### src/hw/pab_defines.svh
// Offsets, field positions, reset values and timing counts of the polled converter card
`ifndef PAB_DEFINES_SVH
`define PAB_DEFINES_SVH

`define PAB_WINDOW_SIZE      8
`define PAB_OFF_CHAN_PICK    3'h3
`define PAB_OFF_RESULT_LOW   3'h4
`define PAB_OFF_RESULT_HIGH  3'h5
`define PAB_FACTORY_BASE     16'hFF08
`define PAB_FACTORY_IN_IO    1'b0
`define PAB_CHAN_MSB         4
`define PAB_BUSY_BIT         7
`define PAB_MSBS_TOP         3
`define PAB_CHAN_RESET       5'h00
`define PAB_RESULT_RESET     12'h000
`define PAB_CLOCK_HZ         20000000
`define PAB_SETTLE_NS        15000
`define PAB_CYCLE_NS         40000
`define PAB_SETTLE_CYCLES    ((`PAB_SETTLE_NS * (`PAB_CLOCK_HZ / 1000000) + 999) / 1000)
`define PAB_CYCLE_CYCLES     ((`PAB_CYCLE_NS * (`PAB_CLOCK_HZ / 1000000)) / 1000)
`define PAB_CONVERT_CYCLES   (`PAB_CYCLE_CYCLES - `PAB_SETTLE_CYCLES - 4)
`define PAB_COUNT_W          10

`endif

### src/hw/pab_pkg.sv
// Types shared by the polled converter card logic
package pab_pkg;

  typedef enum logic [1:0] {
    PAB_FMT_BINARY = 2'h0,
    PAB_FMT_OFFSET = 2'h1,
    PAB_FMT_TWOS   = 2'h3
  } pab_format_t;

  typedef enum logic [1:0] {
    PAB_ST_IDLE    = 2'h0,
    PAB_ST_SETTLE  = 2'h1,
    PAB_ST_CONVERT = 2'h3,
    PAB_ST_LATCH   = 2'h2
  } pab_state_t;

endpackage

### src/hw/pab_conv_if.sv
// Link between the sequencer and the result formatter
interface pab_conv_if;
  import pab_pkg::*;
  logic [11:0] raw_code;
  logic        latch;
  logic [11:0] result;
  logic        busy;
  modport seq (output latch, output busy, input raw_code, input result);
  modport fmt (input latch, input raw_code, output result);
endinterface

### src/hw/pab_formatter.sv
// Result coding and holding register
`include "pab_defines.svh"
module pab_formatter
  import pab_pkg::*;
(
  input  wire logic   clock,
  input  wire logic   rst,
  input  pab_format_t data_format,
  pab_conv_if.fmt     conv
);

  logic [11:0] result_reg;
  logic [11:0] result_next;

  // Converter delivers offset-binary code; top bit flips for two's complement
  always_comb begin
    result_next = result_reg;
    if (conv.latch) begin
      if (data_format == PAB_FMT_TWOS)
        result_next = {~conv.raw_code[11], conv.raw_code[10:0]};
      else
        result_next = conv.raw_code;
    end
  end

  always_ff @(posedge clock or posedge rst) begin
    if (rst)
      result_reg <= `PAB_RESULT_RESET;
    else
      result_reg <= result_next;
  end

  assign conv.result = result_reg;
endmodule // pab_formatter

### src/hw/pab_sequencer.sv
// Settle and conversion timing with busy flag
`include "pab_defines.svh"
module pab_sequencer
  import pab_pkg::*;
(
  input  wire logic clock,
  input  wire logic rst,
  input  wire logic start,
  input  wire logic conv_done,
  output logic      convert_start,
  pab_conv_if.seq   conv
);

  pab_state_t                 state_reg;
  pab_state_t                 state_next;
  logic [`PAB_COUNT_W-1:0]    count_reg;
  logic [`PAB_COUNT_W-1:0]    count_next;
  // Cycles since the last pick write; feeds the settle check only
  logic [`PAB_COUNT_W-1:0]    gap_reg;
  logic [`PAB_COUNT_W-1:0]    gap_next;

  always_comb begin
    gap_next = gap_reg;
    if (start)
      gap_next = `PAB_COUNT_W'(1);
    else if (gap_reg != '0 && gap_reg != '1)
      gap_next = gap_reg + 1'b1;
  end

  always_ff @(posedge clock or posedge rst) begin
    if (rst)
      gap_reg <= '0;
    else
      gap_reg <= gap_next;
  end

  always_comb begin
    state_next    = state_reg;
    count_next    = count_reg;
    convert_start = 1'b0;
    conv.latch    = 1'b0;
    if (start) begin
      // A write mid-cycle restarts; the host should not do it
      state_next = PAB_ST_SETTLE;
      count_next = `PAB_COUNT_W'(`PAB_SETTLE_CYCLES - 1);
    end else begin
      case (state_reg)
        PAB_ST_IDLE: ;
        PAB_ST_SETTLE: begin
          if (count_reg == '0) begin
            state_next    = PAB_ST_CONVERT;
            convert_start = 1'b1;
            count_next    = `PAB_COUNT_W'(`PAB_CONVERT_CYCLES - 1);
          end else
            count_next = count_reg - 1'b1;
        end
        PAB_ST_CONVERT: begin
          // Finish on converter done or at the bound, whichever first
          if (conv_done || count_reg == '0)
            state_next = PAB_ST_LATCH;
          else
            count_next = count_reg - 1'b1;
        end
        PAB_ST_LATCH: begin
          conv.latch = 1'b1;
          state_next = PAB_ST_IDLE;
        end
        default: state_next = PAB_ST_IDLE;
      endcase
    end
  end

  always_ff @(posedge clock or posedge rst) begin
    if (rst) begin
      state_reg <= PAB_ST_IDLE;
      count_reg <= '0;
    end else begin
      state_reg <= state_next;
      count_reg <= count_next;
    end
  end

  assign conv.busy = (state_reg != PAB_ST_IDLE);
endmodule // pab_sequencer

### src/hw/pab_card.sv
// Bus-side register window of the polled 12-bit converter card
// ---------------------------------------------------------------
// Notes on behaviour
// Eight-address window, three live registers
// Strapped base, I/O or memory space
// Channel pick at offset 3, write only
// Each channel write starts a conversion
// Host never writes pick while busy
// Five-bit binary channel number, 0 to 31
// Upper pick bits ignored
// Offset 4 returns result bits 7:0
// Offset 5 returns busy and bits 11:8
// Busy high during conversion, clears when done
// Host reads high byte before low
// Binary code, upper high bits zero
// Offset binary, 800 is zero volts
// Two's complement, 000 is zero volts
// Top bit inverted for two's complement
// Sign copied into unused high bits
// One static format for all channels
// Settle 15 us before converting
// Whole cycle within about 40 us
// Channel bits 4:0, msbs in 3:0
// Busy set on write, reads side-effect free
// ---------------------------------------------------------------
`include "pab_defines.svh"
module pab_card
  import pab_pkg::*;
(
  input  wire logic        clock,
  input  wire logic        rst,
  input  wire logic [15:0] bus_addr,
  input  wire logic [7:0]  bus_wdata,
  input  wire logic        bus_wr_n,
  input  wire logic        bus_rd_n,
  input  wire logic        bus_iorq_n,
  input  wire logic        bus_memrq_n,
  input  wire logic [15:0] strap_base,
  input  wire logic        strap_io_space,
  input  wire logic [1:0]  strap_format,
  input  wire logic [11:0] adc_code,
  input  wire logic        adc_done,
  output logic [7:0]       bus_rdata,
  output logic             bus_rdata_oe,
  output logic [4:0]       chan_code,
  output logic             adc_convert,
  output logic             busy
);

  // ---------------------------------------------------------------
  // Pin synchronisers
  // ---------------------------------------------------------------
  logic [15:0] addr_s1_reg, addr_s2_reg;
  logic [7:0]  wdata_s1_reg, wdata_s2_reg;
  logic [3:0]  ctl_s1_reg, ctl_s2_reg;
  logic [11:0] code_s1_reg, code_s2_reg;
  logic        done_s1_reg, done_s2_reg;
  logic        wr_prev_reg;
  logic [15:0] base_reg;
  logic        io_reg;
  pab_format_t fmt_reg;

  always_ff @(posedge clock or posedge rst) begin
    if (rst) begin
      addr_s1_reg  <= 16'h0000;
      addr_s2_reg  <= 16'h0000;
      wdata_s1_reg <= 8'h00;
      wdata_s2_reg <= 8'h00;
      ctl_s1_reg   <= 4'hF;
      ctl_s2_reg   <= 4'hF;
      code_s1_reg  <= 12'h000;
      code_s2_reg  <= 12'h000;
      done_s1_reg  <= 1'b0;
      done_s2_reg  <= 1'b0;
      wr_prev_reg  <= 1'b1;
    end else begin
      addr_s1_reg  <= bus_addr;
      addr_s2_reg  <= addr_s1_reg;
      wdata_s1_reg <= bus_wdata;
      wdata_s2_reg <= wdata_s1_reg;
      ctl_s1_reg   <= {bus_wr_n, bus_rd_n, bus_iorq_n, bus_memrq_n};
      ctl_s2_reg   <= ctl_s1_reg;
      code_s1_reg  <= adc_code;
      code_s2_reg  <= code_s1_reg;
      done_s1_reg  <= adc_done;
      done_s2_reg  <= done_s1_reg;
      wr_prev_reg  <= ctl_s2_reg[3];
    end
  end

  // ---------------------------------------------------------------
  // Strap capture
  // ---------------------------------------------------------------
  // Straps are pins too, so they pass two flops before the capture
  logic [15:0] sbase_s1_reg, sbase_s2_reg;
  logic        sio_s1_reg, sio_s2_reg;
  logic [1:0]  sfmt_s1_reg, sfmt_s2_reg;
  logic        sok_s1_reg, sok_s2_reg;

  always_ff @(posedge clock or posedge rst) begin
    if (rst) begin
      sbase_s1_reg <= 16'h0000;
      sbase_s2_reg <= 16'h0000;
      sio_s1_reg   <= 1'b0;
      sio_s2_reg   <= 1'b0;
      sfmt_s1_reg  <= 2'h0;
      sfmt_s2_reg  <= 2'h0;
      sok_s1_reg   <= 1'b0;
      sok_s2_reg   <= 1'b0;
    end else begin
      sbase_s1_reg <= strap_base;
      sbase_s2_reg <= sbase_s1_reg;
      sio_s1_reg   <= strap_io_space;
      sio_s2_reg   <= sio_s1_reg;
      sfmt_s1_reg  <= strap_format;
      sfmt_s2_reg  <= sfmt_s1_reg;
      sok_s1_reg   <= 1'b1;
      sok_s2_reg   <= sok_s1_reg;
    end
  end

  // Straps are caught once, third edge after reset release
  // Changing a strap later has no effect until the next reset
  logic straps_taken_reg;
  always_ff @(posedge clock or posedge rst) begin
    if (rst) begin
      straps_taken_reg <= 1'b0;
      base_reg         <= `PAB_FACTORY_BASE;
      io_reg           <= `PAB_FACTORY_IN_IO;
      fmt_reg          <= PAB_FMT_BINARY;
    end else if (sok_s2_reg && !straps_taken_reg) begin
      straps_taken_reg <= 1'b1;
      base_reg         <= {sbase_s2_reg[15:3], 3'h0};
      io_reg           <= sio_s2_reg;
      fmt_reg          <= pab_format_t'(sfmt_s2_reg);
    end
  end

  // ---------------------------------------------------------------
  // Address decode
  // ---------------------------------------------------------------
  function automatic logic hits(input logic [15:0] a, input logic [15:0] b,
                                input logic io, input logic [3:0] ctl);
    hits = (a[15:3] == b[15:3]) && (io ? !ctl[1] : !ctl[0]);
  endfunction

  logic       sel;
  logic [2:0] off;
  logic       wr_edge;
  assign sel     = straps_taken_reg && hits(addr_s2_reg, base_reg, io_reg, ctl_s2_reg);
  assign off     = addr_s2_reg[2:0];
  assign wr_edge = wr_prev_reg && !ctl_s2_reg[3];

  logic start;
  assign start = sel && wr_edge && off == `PAB_OFF_CHAN_PICK;

  // ---------------------------------------------------------------
  // Sequencer and formatter
  // ---------------------------------------------------------------
  pab_conv_if conv ();
  logic convert_start;
  assign conv.raw_code = code_s2_reg;

  pab_sequencer u_seq (
    .clock         (clock),
    .rst           (rst),
    .start         (start),
    .conv_done     (done_s2_reg),
    .convert_start (convert_start),
    .conv          (conv)
  );

  pab_formatter u_fmt (
    .clock       (clock),
    .rst         (rst),
    .data_format (fmt_reg),
    .conv        (conv)
  );

  // ---------------------------------------------------------------
  // Registered outputs
  // ---------------------------------------------------------------
  logic [4:0] chan_reg, chan_next;
  logic [7:0] rdata_reg, rdata_next;
  logic       oe_reg, oe_next;
  logic       conv_reg, busy_reg, busy_next;

  function automatic logic [7:0] high_byte(input logic b, input pab_format_t f,
                                           input logic [11:0] r);
    logic [2:0] ext;
    ext = (f == PAB_FMT_TWOS) ? {3{r[11]}} : 3'h0;
    high_byte = {b, ext, r[11:8]};
  endfunction

  always_comb begin
    chan_next  = chan_reg;
    rdata_next = 8'h00;
    oe_next    = 1'b0;
    busy_next  = conv.busy;
    if (start) begin
      chan_next = wdata_s2_reg[`PAB_CHAN_MSB:0];
      busy_next = 1'b1;
    end
    // Reads only steer the data pins, never touch state
    if (sel && !ctl_s2_reg[2]) begin
      case (off)
        `PAB_OFF_RESULT_LOW: begin
          rdata_next = conv.result[7:0];
          oe_next    = 1'b1;
        end
        `PAB_OFF_RESULT_HIGH: begin
          rdata_next = high_byte(busy_next, fmt_reg, conv.result);
          oe_next    = 1'b1;
        end
        default: oe_next = 1'b0;
      endcase
    end
  end

  always_ff @(posedge clock or posedge rst) begin
    if (rst) begin
      chan_reg  <= `PAB_CHAN_RESET;
      rdata_reg <= 8'h00;
      oe_reg    <= 1'b0;
      conv_reg  <= 1'b0;
      busy_reg  <= 1'b0;
    end else begin
      chan_reg  <= chan_next;
      rdata_reg <= rdata_next;
      oe_reg    <= oe_next;
      conv_reg  <= convert_start;
      busy_reg  <= busy_next;
    end
  end

  assign chan_code    = chan_reg;
  assign bus_rdata    = rdata_reg;
  assign bus_rdata_oe = oe_reg;
  assign adc_convert  = conv_reg;
  assign busy         = busy_reg;
endmodule // pab_card

### config.mk
export PLATFORM = sky130hd
export DESIGN_NAME = pab_card
export DESIGN_NICKNAME = d
export VERILOG_FILES = /design/src/hw/pab_pkg.sv /design/src/hw/pab_conv_if.sv /design/src/hw/pab_formatter.sv /design/src/hw/pab_sequencer.sv /design/src/hw/pab_card.sv
export VERILOG_INCLUDE_DIRS = /design/src /design/src/hw
export SDC_FILE = /design/constraint.sdc
export NUM_CORES = 1
export LEC_CHECK = 0
export BUFFER_PORTS_ARGS = -buffer_cell sky130_fd_sc_hd__buf_4
export CAP_MARGIN = 10
export CORE_MARGIN = 2
export CORE_UTILIZATION = 37
export CTS_CLUSTER_DIAMETER = 200
export DETAILED_ROUTE_END_ITERATION = 12
export GPL_TIMING_DRIVEN = 1
export SLEW_MARGIN = 15
export SYNTH_ARGS = -nofsm -noshare
export SYNTH_HDL_FRONTEND = slang
export SYNTH_HIERARCHICAL = 1
export SYNTH_SLANG_ARGS = --single-unit
export TNS_END_PERCENT = 5
### constraint.sdc
create_clock -name clock -period 4 [get_ports clock]
set_input_delay 0.4 -clock clock [delete_from_list [all_inputs] [get_ports clock]]
set_output_delay 0.4 -clock clock [all_outputs]
set_load 0.01 [all_outputs]
# Word level (Yosys, flattened, before mapping)
# Index checks and enable logic that the tools add are counted.
[op_classes]
n_eq_ne = 11
muxes = 21
add_sub_neg = 1
bitwise_logic = 1
n_reduce_logical = 20
[ops]
columns = ["cell", "count"]
rows = [
  ["$mux 10", 3],
  ["$pmux 10 s2", 1],
  ["$pmux 8 s2", 1],
  ["$eq 13x13->1", 1],
  ["$mux 12", 1],
  ["$logic_not 10->1", 1],
  ["$sub 10x1->10 const B", 1],
  ["$mux 1", 9],
  ["$mux 8", 1],
  ["$logic_and 1x1->1", 7],
  ["$eq 2x2->1 const B", 3],
  ["$eq 3x3->1 const B", 2],
  ["$mux 2", 3],
  ["$ne 3x2->1 const B", 2],
  ["$pmux 2 s3", 1],
  ["$logic_not 1->1", 5],
  ["$reduce_bool 4->1", 1],
  ["$eq 3x2->1 const B", 1],
  ["$mux 3", 1],
  ["$ne 3x3->1 const B", 1],
  ["$reduce_and 3->1", 1],
  ["$reduce_bool 3->1", 1],
  ["$eq 2x1->1 const B", 1],
  ["$reduce_and 2->1", 1],
  ["other kinds (4)", 4],
]
[totals]
ff_bits = 174
inputBits = 62
out_inout_bits = 16

# Logic depth before layout (Yosys ltp)
# Gate-level depths: netlist (run 1).
[logic_depth]
word_depth = 9
depth_mapped = 10

# By module
# The synthesis (run 1) kept the hierarchy.
[by_module_without_submodules]
columns = ["mod", "cells_per_inst", "instances", "area_per_inst_um2", "seq_area_each_um2"]
rows = [
  ["pab_card", 224, 1, 4274.1, 3626.0],
  ["pab_sequencer", 79, 1, 733.2, 300.3],
  ["pab_formatter", 29, 1, 496.7, 300.3],
]

# Worst setup path before layout (run 1)
# OpenSTA, ideal clock, no wires.
[synth_timing]
path_type = "flip-flop to flip-flop"
startpoint = "register ctl_s2_reg[0]"
endpoint = "register u_fmt.result_reg[1], in the netlist u_fmt/conv.result[1]"
arrival_ns = 2.432
path_stages_with_launch = 10
required_time_ns = 3.875
slack_ns = 1.443
cell_sequence = "dfstp_2 > inv_1 > o21ai_0 > nor4_4 > and3_2 > clkbuf_1 > clkbuf_1 > nor3b_1 > buf_6 > mux2_4"
[synth_via]
elab_chain_len = 7
[synth_rtl]
columns = ["item", "line", "text"]
rows = [
  ["start: declaration", "pab_card.sv:55", "logic [3:0] ctl_s1_reg, ctl_s2_reg;"],
  ["start signal: assignment", "pab_card.sv:82", "ctl_s2_reg <= ctl_s1_reg;"],
  ["$logic_not 1->1", "pab_card.sv:144", "hits = (a[15:3] == b[15:3]) && (io ? !ctl[1] : !ctl[0]);"],
  ["$mux 1", "pab_card.sv:144", ""],
  ["$logic_and 1x1->1", "pab_card.sv:144", ""],
  ["$logic_and 1x1->1", "pab_card.sv:150", "assign sel = straps_taken_reg && hits(addr_s2_reg, base_reg, io_reg, ctl_s2_reg);"],
  ["$logic_and 1x1->1", "pab_card.sv:155", "assign start = sel && wr_edge && off == `PAB_OFF_CHAN_PICK;"],
  ["$logic_and 1x1->1 (no line)", "n/a", ""],
  ["named net start", "pab_card.sv:154", "logic start;"],
  ["$mux 1", "pab_sequencer.sv:42", "if (start) begin"],
  ["named net conv.latch", "pab_conv_if.sv:5", "logic latch;"],
  ["end signal: assignment", "pab_formatter.sv:28", "result_reg <= `PAB_RESULT_RESET;"],
  ["end signal: assignment", "pab_formatter.sv:30", "result_reg <= result_next;"],
  ["end: declaration", "pab_formatter.sv:12", "logic [11:0] result_reg;"],
]
# The timed path passes the listed nets, and every way through them passes these cells.
# A chain may end at the register's enable or synchronous reset.

# Worst setup path in the final report (run 1)
[layout_timing]
startpoint = "register ctl_s2_reg[0]"
endpoint = "register u_fmt.result_reg[0], in the netlist u_fmt/conv.result[0]"
# The elaborated chain is that of the path after synthesis.

==> summary.txt, run 1 <==
Pwr
  • Clk pwr share: 46.2%
  • Power Density: 528.6 nW/µm²
  • Int Pwr: 2907 µW
  • Worst vdd ir: 303.5 µV
  • Part of the power in registers: 49.9%
  • Combinational share of power: 3.8%
  • P_sw: 740.9 µW
  • Switching Share: 20.31%
  • Pleak: 0.003163 µW

Yosys
  • Post-synth ARST share: 100.0%
  • Top flip-flop cell by instance count after synthesis: dfrtp_1
  • Synthesized cell area: 5504 µm²
  • Library cells used by synthesis: 55
  • Synth top area share: 68.20%
  • Cells after synthesis: 332
  • Synthesized net count: 395
  • Yosys warning total: 6
  • Number of synthesized register bits: 168
  • EDFF count, synth: 0
  • Register area share after synthesis: 76.79%
  • Ranking of synthesized cells by area: dfrtp_1 (68%), dfstp_2 (8.6%), mux2_2 (4.7%)
  • Synth Area per Inst: 16.58 µm²
  • Yosys top cell by area: dfrtp_1

CTS
  • Deepest clock path buffer count: 2
  • H-tree levels: 4
  • Total CTS buffers: 17
  • Post-CTS Resized: 0
  • Clk Latency, worst-skew pair: 0.42 ns
  • Setup bufs post-CTS: 0
  • CTS Hold Buffers Added: 0
  • Root Driver: clkbuf_16
  • Clock sink count: 168
  • CTS tree: yes
  • Clk pin slew, worst setup/hold paths: 0.06 ns

Critical path
  • R2R depth: 6
  • Crit path required time: 4.30 ns
  • Crit-path max FO: 21
  • Critical path arrival: 2.83 ns
  • Setup crit end kind: flop
  • Worst Path Class, Setup: flop to flop
  • CP Launch Type: flop

Detailed routing
  • Remaining DRCs: 0
  • ANT nets after route: 0
  • Total vias in the final route: 2722
  • Avg WL per Cell: 13.15 µm
  • Routed vias/inst: 4.433
  • DR iter-0 viols: 73
  • Drt total wl: 8075 µm
  • First-pass iteration count of the detailed router: 4

STA
  • Least-Margin Pin Slew: 0.9755 ns
  • Fmax achieved: 395.5 MHz
  • Clock skew: 0.007742 ns
  • PnR worst setup slack: 1.471 ns
  • Final Slew Violations: 0
  • Setup repair after global routing missed its margin: no
  • Sum Neg Setup Slack: 0 ns
  • Slew margin rel.: 34.83%
  • Period utilisation layout: 63.22%
  • Tmin final: 2.529 ns
  • Setup violators final: 0
  • Final hold viol count: 0

Die
  • Core Region: 14530 µm²
  • Rows: 44
  • Die W: 126.0 µm
  • Die footprint: 15870 µm²
  • Initial core utilization: 37.87%
  • I/O pin total: 78
  • Die outline height: 126.0 µm

Global route
  • Initial antenna violation count: 0
  • First-pass GRT wire length: 13840 µm
  • Total GRT Usage: 11.50%
  • Largest net degree at the start of global routing: 99
  • Overflow after GRT: 0
  • Number of global-route vias before repair: 2790

Placement
  • Dpl ws: 1.397 ns
  • Port buffer count: 71
  • Placed wire-length estimate: 5368 µm
  • RD Place Congestion: 0.7650

Status
  • Status: finished clean

Run
  • Max Cap Viol: 0

Final layout
  • Layout cell share with drive strength beyond 1: 40.00%
  • Most frequent cells in the layout: dfrtp_1 (150), buf_4 (72), mux2_2 (23)
  • N_diodes: 0
  • Area Growth Syn to Fin: 25.39%
  • Most common cell after layout, fill and taps aside: dfrtp_1
  • Final-stage net count: 480

Worst hold path
  • Worst hold path class: input port to async pin
## per-stage QoR
stage               power (µW)  cell area [µm²]  utilization, %  std cells  hold WS [ns]
global route              3809             6902           47.49        614       0.04050
detailed placement        1998             6274           43.16        582        0.3347
finish                    3648             6902           47.49        614       0.02555
global placement          1992             6267           43.12        582        0.3331
floorplan                 1927             5508               -        332        0.2647
CTS                       3705             6902           47.49        614       0.02131
## power groups by stage
stage	registers (µW)	clock network (µW)	logic, µW
floorplan	1840	0	85.9
global placement	1850	0	142
detailed placement	1850	0	145
CTS	1820	1740	145
global route	1830	1820	160
finish	1820	1690	140
## Yosys cell counts, types with 4 or more instances
library cell / n
dfstp_2: 18
nor3b_1: 5
nor2_1: 16
nand2_1: 7
xnor2_1: 8
mux2_2: 23
mux2i_1: 6
inv_1: 11
clkbuf_1: 4
mux2_4: 8
a21oi_1: 9
dfrtp_1: 150
nand2b_1: 6
## cell type report
class                      count  area, µm²
fill                        1272       7632
sequential                   168       4227
multi-input combinational    146       1211
timing repair buffer          73      560.5
clock buffer                  17      425.4
tap                          184      230.2
clock inverter                15      202.7
inverter                      11      45.04
## per-layer routing
metal,routed length (µm),vias up,GRT usage [%]
met5,0,-,0
met4,144,0,5.818
met3,464,14,4.418
met2,3733,71,16.45
met1,3732,1339,15.35
li1,-,1298,-
## critical path, stage by stage, from the launching register on
cell	delay, ns
dfstp_2	0.51
inv_1	0.03
o21ai_0	0.30
nor4_4	0.11
and3_2	0.33
nor3b_4	0.71
mux2_2	0.41
## path summary, 6_finish.rpt
path                                      startpoint                                to  slack (ns)
max in group asynchronous                        rst           ctl_s2_reg[2]$_DFF_PP1_        2.81
setup / recovery             ctl_s2_reg[0]$_DFF_PP1_  u_fmt/conv.result[0]$_DFFE_PP0P_        1.47
setup reg to reg             ctl_s2_reg[0]$_DFF_PP1_  u_fmt/conv.result[0]$_DFFE_PP0P_        1.47
hold reg to reg            sbase_s1_reg[5]$_DFF_PP0_         sbase_s2_reg[5]$_DFF_PP0_        0.35
hold / removal                                   rst  u_fmt/conv.result[7]$_DFFE_PP0P_        0.03
min in group clock                          adc_done             done_s1_reg$_DFF_PP0_        0.08
## cell families (layout without fill, tap and decap cells)
group	after synthesis	after routing	share of synthesized area (%)
mux	38	38	8.184
simple gates	69	69	8.070
other cells	1	1	0.06813
flops	168	168	76.79
fa+ha+maj	1	1	0.2273
xor+xnor	11	11	1.751
buf+inv	18	116	1.409
compound gates	26	26	3.501
Note: power is estimated with default switching activity, not from simulation.
==> run 2: changes to the inputs <==
==> constraint.sdc (replaced) <==
create_clock -name clock -period 2.5 [get_ports clock]
set_input_delay 0.25 -clock clock [delete_from_list [all_inputs] [get_ports clock]]
set_output_delay 0.25 -clock clock [all_outputs]
set_load 0.01 [all_outputs]
==> summary.txt, run 2 (synthesis gave the netlist of run 1 again) <==
STA
  • Setup repair after global routing missed its margin: no (unchanged)
  • Least-Margin Pin Slew: 0.7655 ns (was 0.9755 ns)
  • Slew margin rel.: 48.49% (was 34.83%)
  • Fmax achieved: 433.3 MHz (was 395.5 MHz)
  • PnR worst setup slack: 0.1920 ns (was 1.471 ns)
  • Setup violators final: 0 (unchanged)
  • Period utilisation layout: 92.32% (was 63.22%)
  • Final Slew Violations: 0 (unchanged)
  • Final hold viol count: 0 (unchanged)
  • Sum Neg Setup Slack: 0 ns (unchanged)
  • Clock skew: 0.009299 ns (was 0.007742 ns)
  • Tmin final: 2.308 ns (was 2.529 ns)

Pwr
  • P_sw: 1256 µW (was 740.9 µW)
  • Clk pwr share: 44.4% (was 46.2%)
  • Worst vdd ir: 453.8 µV (was 303.5 µV)
  • Part of the power in registers: 50.3% (was 49.9%)
  • Pleak: 0.003447 µW (was 0.003163 µW)
  • Power Density: 773.9 nW/µm² (was 528.6 nW/µm²)
  • Switching Share: 21.70% (was 20.31%)
  • Combinational share of power: 5.3% (was 3.8%)
  • Int Pwr: 4533 µW (was 2907 µW)

Critical path
  • R2R depth: 6 (unchanged)
  • Crit-path max FO: 5 (was 21)
  • Reg2reg end: u_seq/count_reg[7]$_DFFE_PP0P_ (was u_fmt/conv.result[0]$_DFFE_PP0P_)
  • RR Startpoint: u_seq/count_reg[0]$_DFFE_PP0P_ (was ctl_s2_reg[0]$_DFF_PP1_)
  • Crit path launch: u_seq/count_reg[0]$_DFFE_PP0P_ (was ctl_s2_reg[0]$_DFF_PP1_)
  • Setup crit end kind: flop (unchanged)
  • Crit path required time: 2.85 ns (was 4.30 ns)
  • Critical path arrival: 2.66 ns (was 2.83 ns)
  • CP Launch Type: flop (unchanged)
  • Worst Path Class, Setup: flop to flop (unchanged)
  • Worst R2R Setup Slack: 0.19 ns (was 1.47 ns)

Detailed routing
  • Avg WL per Cell: 13.10 µm (was 13.15 µm)
  • First-pass iteration count of the detailed router: 4 (unchanged)
  • Drt total wl: 8871 µm (was 8075 µm)
  • Total vias in the final route: 2964 (was 2722)
  • DR iter-0 viols: 112 (was 73)
  • ANT nets after route: 0 (unchanged)
  • Routed vias/inst: 4.378 (was 4.433)
  • Remaining DRCs: 0 (unchanged)

Final layout
  • Most common cell after layout, fill and taps aside: dfrtp_1 (unchanged)
  • Most frequent cells in the layout: dfrtp_1 (150), buf_4 (79), dlygate4sd3_1 (55) (was dfrtp_1 (150), buf_4 (72), mux2_2 (23))
  • N_diodes: 0 (unchanged)
  • Layout cell share with drive strength beyond 1: 36.51% (was 40.00%)
  • Final Instance Count excl. Fillers: 677 (was 614)
  • Filler cell count: 1219 (was 1272)
  • FF/Latch Area: 4227 µm² (unchanged)
  • Multi-input combinational cell area: 1205 µm² (was 1211 µm²)
  • Area Growth Syn to Fin: 35.89% (was 25.39%)
  • Final-stage net count: 543 (was 480)

Die
  • Die W: 126.0 µm (unchanged)
  • Initial core utilization: 37.87% (unchanged)
  • Rows: 44 (unchanged)
  • Core Region: 14530 µm² (unchanged)
  • Die footprint: 15870 µm² (unchanged)
  • Die outline height: 126.0 µm (unchanged)
  • I/O pin total: 78 (unchanged)

CTS
  • Setup bufs post-CTS: 0 (unchanged)
  • H-tree levels: 4 (unchanged)
  • Deepest clock path buffer count: 2 (unchanged)
  • Clock sink count: 168 (unchanged)
  • Root Driver: clkbuf_16 (unchanged)
  • Clk Latency, worst-skew pair: 0.43 ns (was 0.42 ns)
  • CTS tree: yes (unchanged)
  • Clk pin slew, worst setup/hold paths: 0.07 ns (was 0.06 ns)
  • Total CTS buffers: 17 (unchanged)

Worst hold path
  • WHS Path Cells: 0
  • Worst hold path class: flop to flop (was input port to async pin)
  • Worst Hold Path EP: done_s2_reg$_DFF_PP0_
  • Hold Path Origin: done_s1_reg$_DFF_PP0_

Placement
  • Placed wire-length estimate: 5650 µm (was 5368 µm)
  • DP Cell Count: 590 (was 582)
  • Port buffer count: 71 (unchanged)
  • RD Place Congestion: 0.7585 (was 0.7650)
  • Dpl ws: 0.2415 ns (was 1.397 ns)

Global route
  • Overflow after GRT: 0 (unchanged)
  • Initial antenna violation count: 0 (unchanged)
  • Total GRT Usage: 12.47% (was 11.50%)
  • Number of global-route vias before repair: 3143 (was 2790)
  • First-pass GRT wire length: 15190 µm (was 13840 µm)
  • Largest net degree at the start of global routing: 47 (was 99)

Run
  • Max Cap Viol: 0 (unchanged)

Status
  • Status: finished clean (unchanged)
## run 2: per-stage QoR
stage          hold WS [ns]  total power, µW  util (%)  instance area, µm²
3_3_place_gp         0.3125             3197     43.62                6340
5_1_grt              0.3520             6041     51.46                7480
4_1_cts              0.3447             5868     51.46                7480
2_1_floorplan        0.1147             3084         -                5508
3_5_place_dp         0.3347             3209     43.62                6340
6_report             0.3442             5789     51.46                7480
## run 2: repair_timing
item,4_1_cts,5_1_grt
endpoints found under the setup margin,0,0
endpoints found under the hold margin,95,0
resized for setup,0,0
hold buffers,55,0
## run 2: power by group through the flow
stage / registers, µW / logic, µW / clock network (µW)
finish: 2910 / 307 / 2570
global route: 2920 / 343 / 2770
CTS: 2910 / 315 / 2640
detailed placement: 2960 / 246 / 0
global placement: 2960 / 240 / 0
floorplan: 2950 / 137 / 0
## run 2: how the worst max path moves through the flow
stage	to	slack (ns)	depth (start not counted)
5_1_grt	u_seq/count_reg[7]$_DFFE_PP0P_	0.03	6
3_3_place_gp	u_seq/count_reg[7]$_DFFE_PP0P_	0.25	6
6_report	u_seq/count_reg[7]$_DFFE_PP0P_	0.19	6
4_1_cts	u_seq/count_reg[7]$_DFFE_PP0P_	0.21	6
2_1_floorplan	u_fmt/conv.result[1]$_DFFE_PP0P_	-0.06	9
3_5_place_dp	adc_convert$_DFF_PP0_	0.24	5
## run 2: cell type report
class / instances / share of cell area, %
Clock inverter: 15 / 2.191
Tap cell: 184 / 3.078
Clock buffer: 17 / 5.688
Inverter: 11 / 0.6022
Timing Repair Buffer: 136 / 15.82
Multi-Input combinational cell: 146 / 16.11
Sequential cell: 168 / 56.51
## run 2: per-layer routing
metal / GRT usage, % / routed length, µm / part of all wire (%) / vias to the layer above
li1: - / - / - / 1421
met1: 16.19 / 4110 / 46 / 1464
met2: 18.85 / 4192 / 47 / 64
met3: 3.823 / 344 / 3.9 / 15
met4: 6.787 / 223 / 2.5 / 0
met5: 0 / 0 / 0 / -
## run 2: critical path, cell delays in order, from the launching register on
cell and delay (ns):
dfrtp_1 0.42, inv_1 0.07, ha_1 0.19, or3b_2 0.52, nor4_1 0.61, o221ai_1 0.25, a21oi_1 0.19
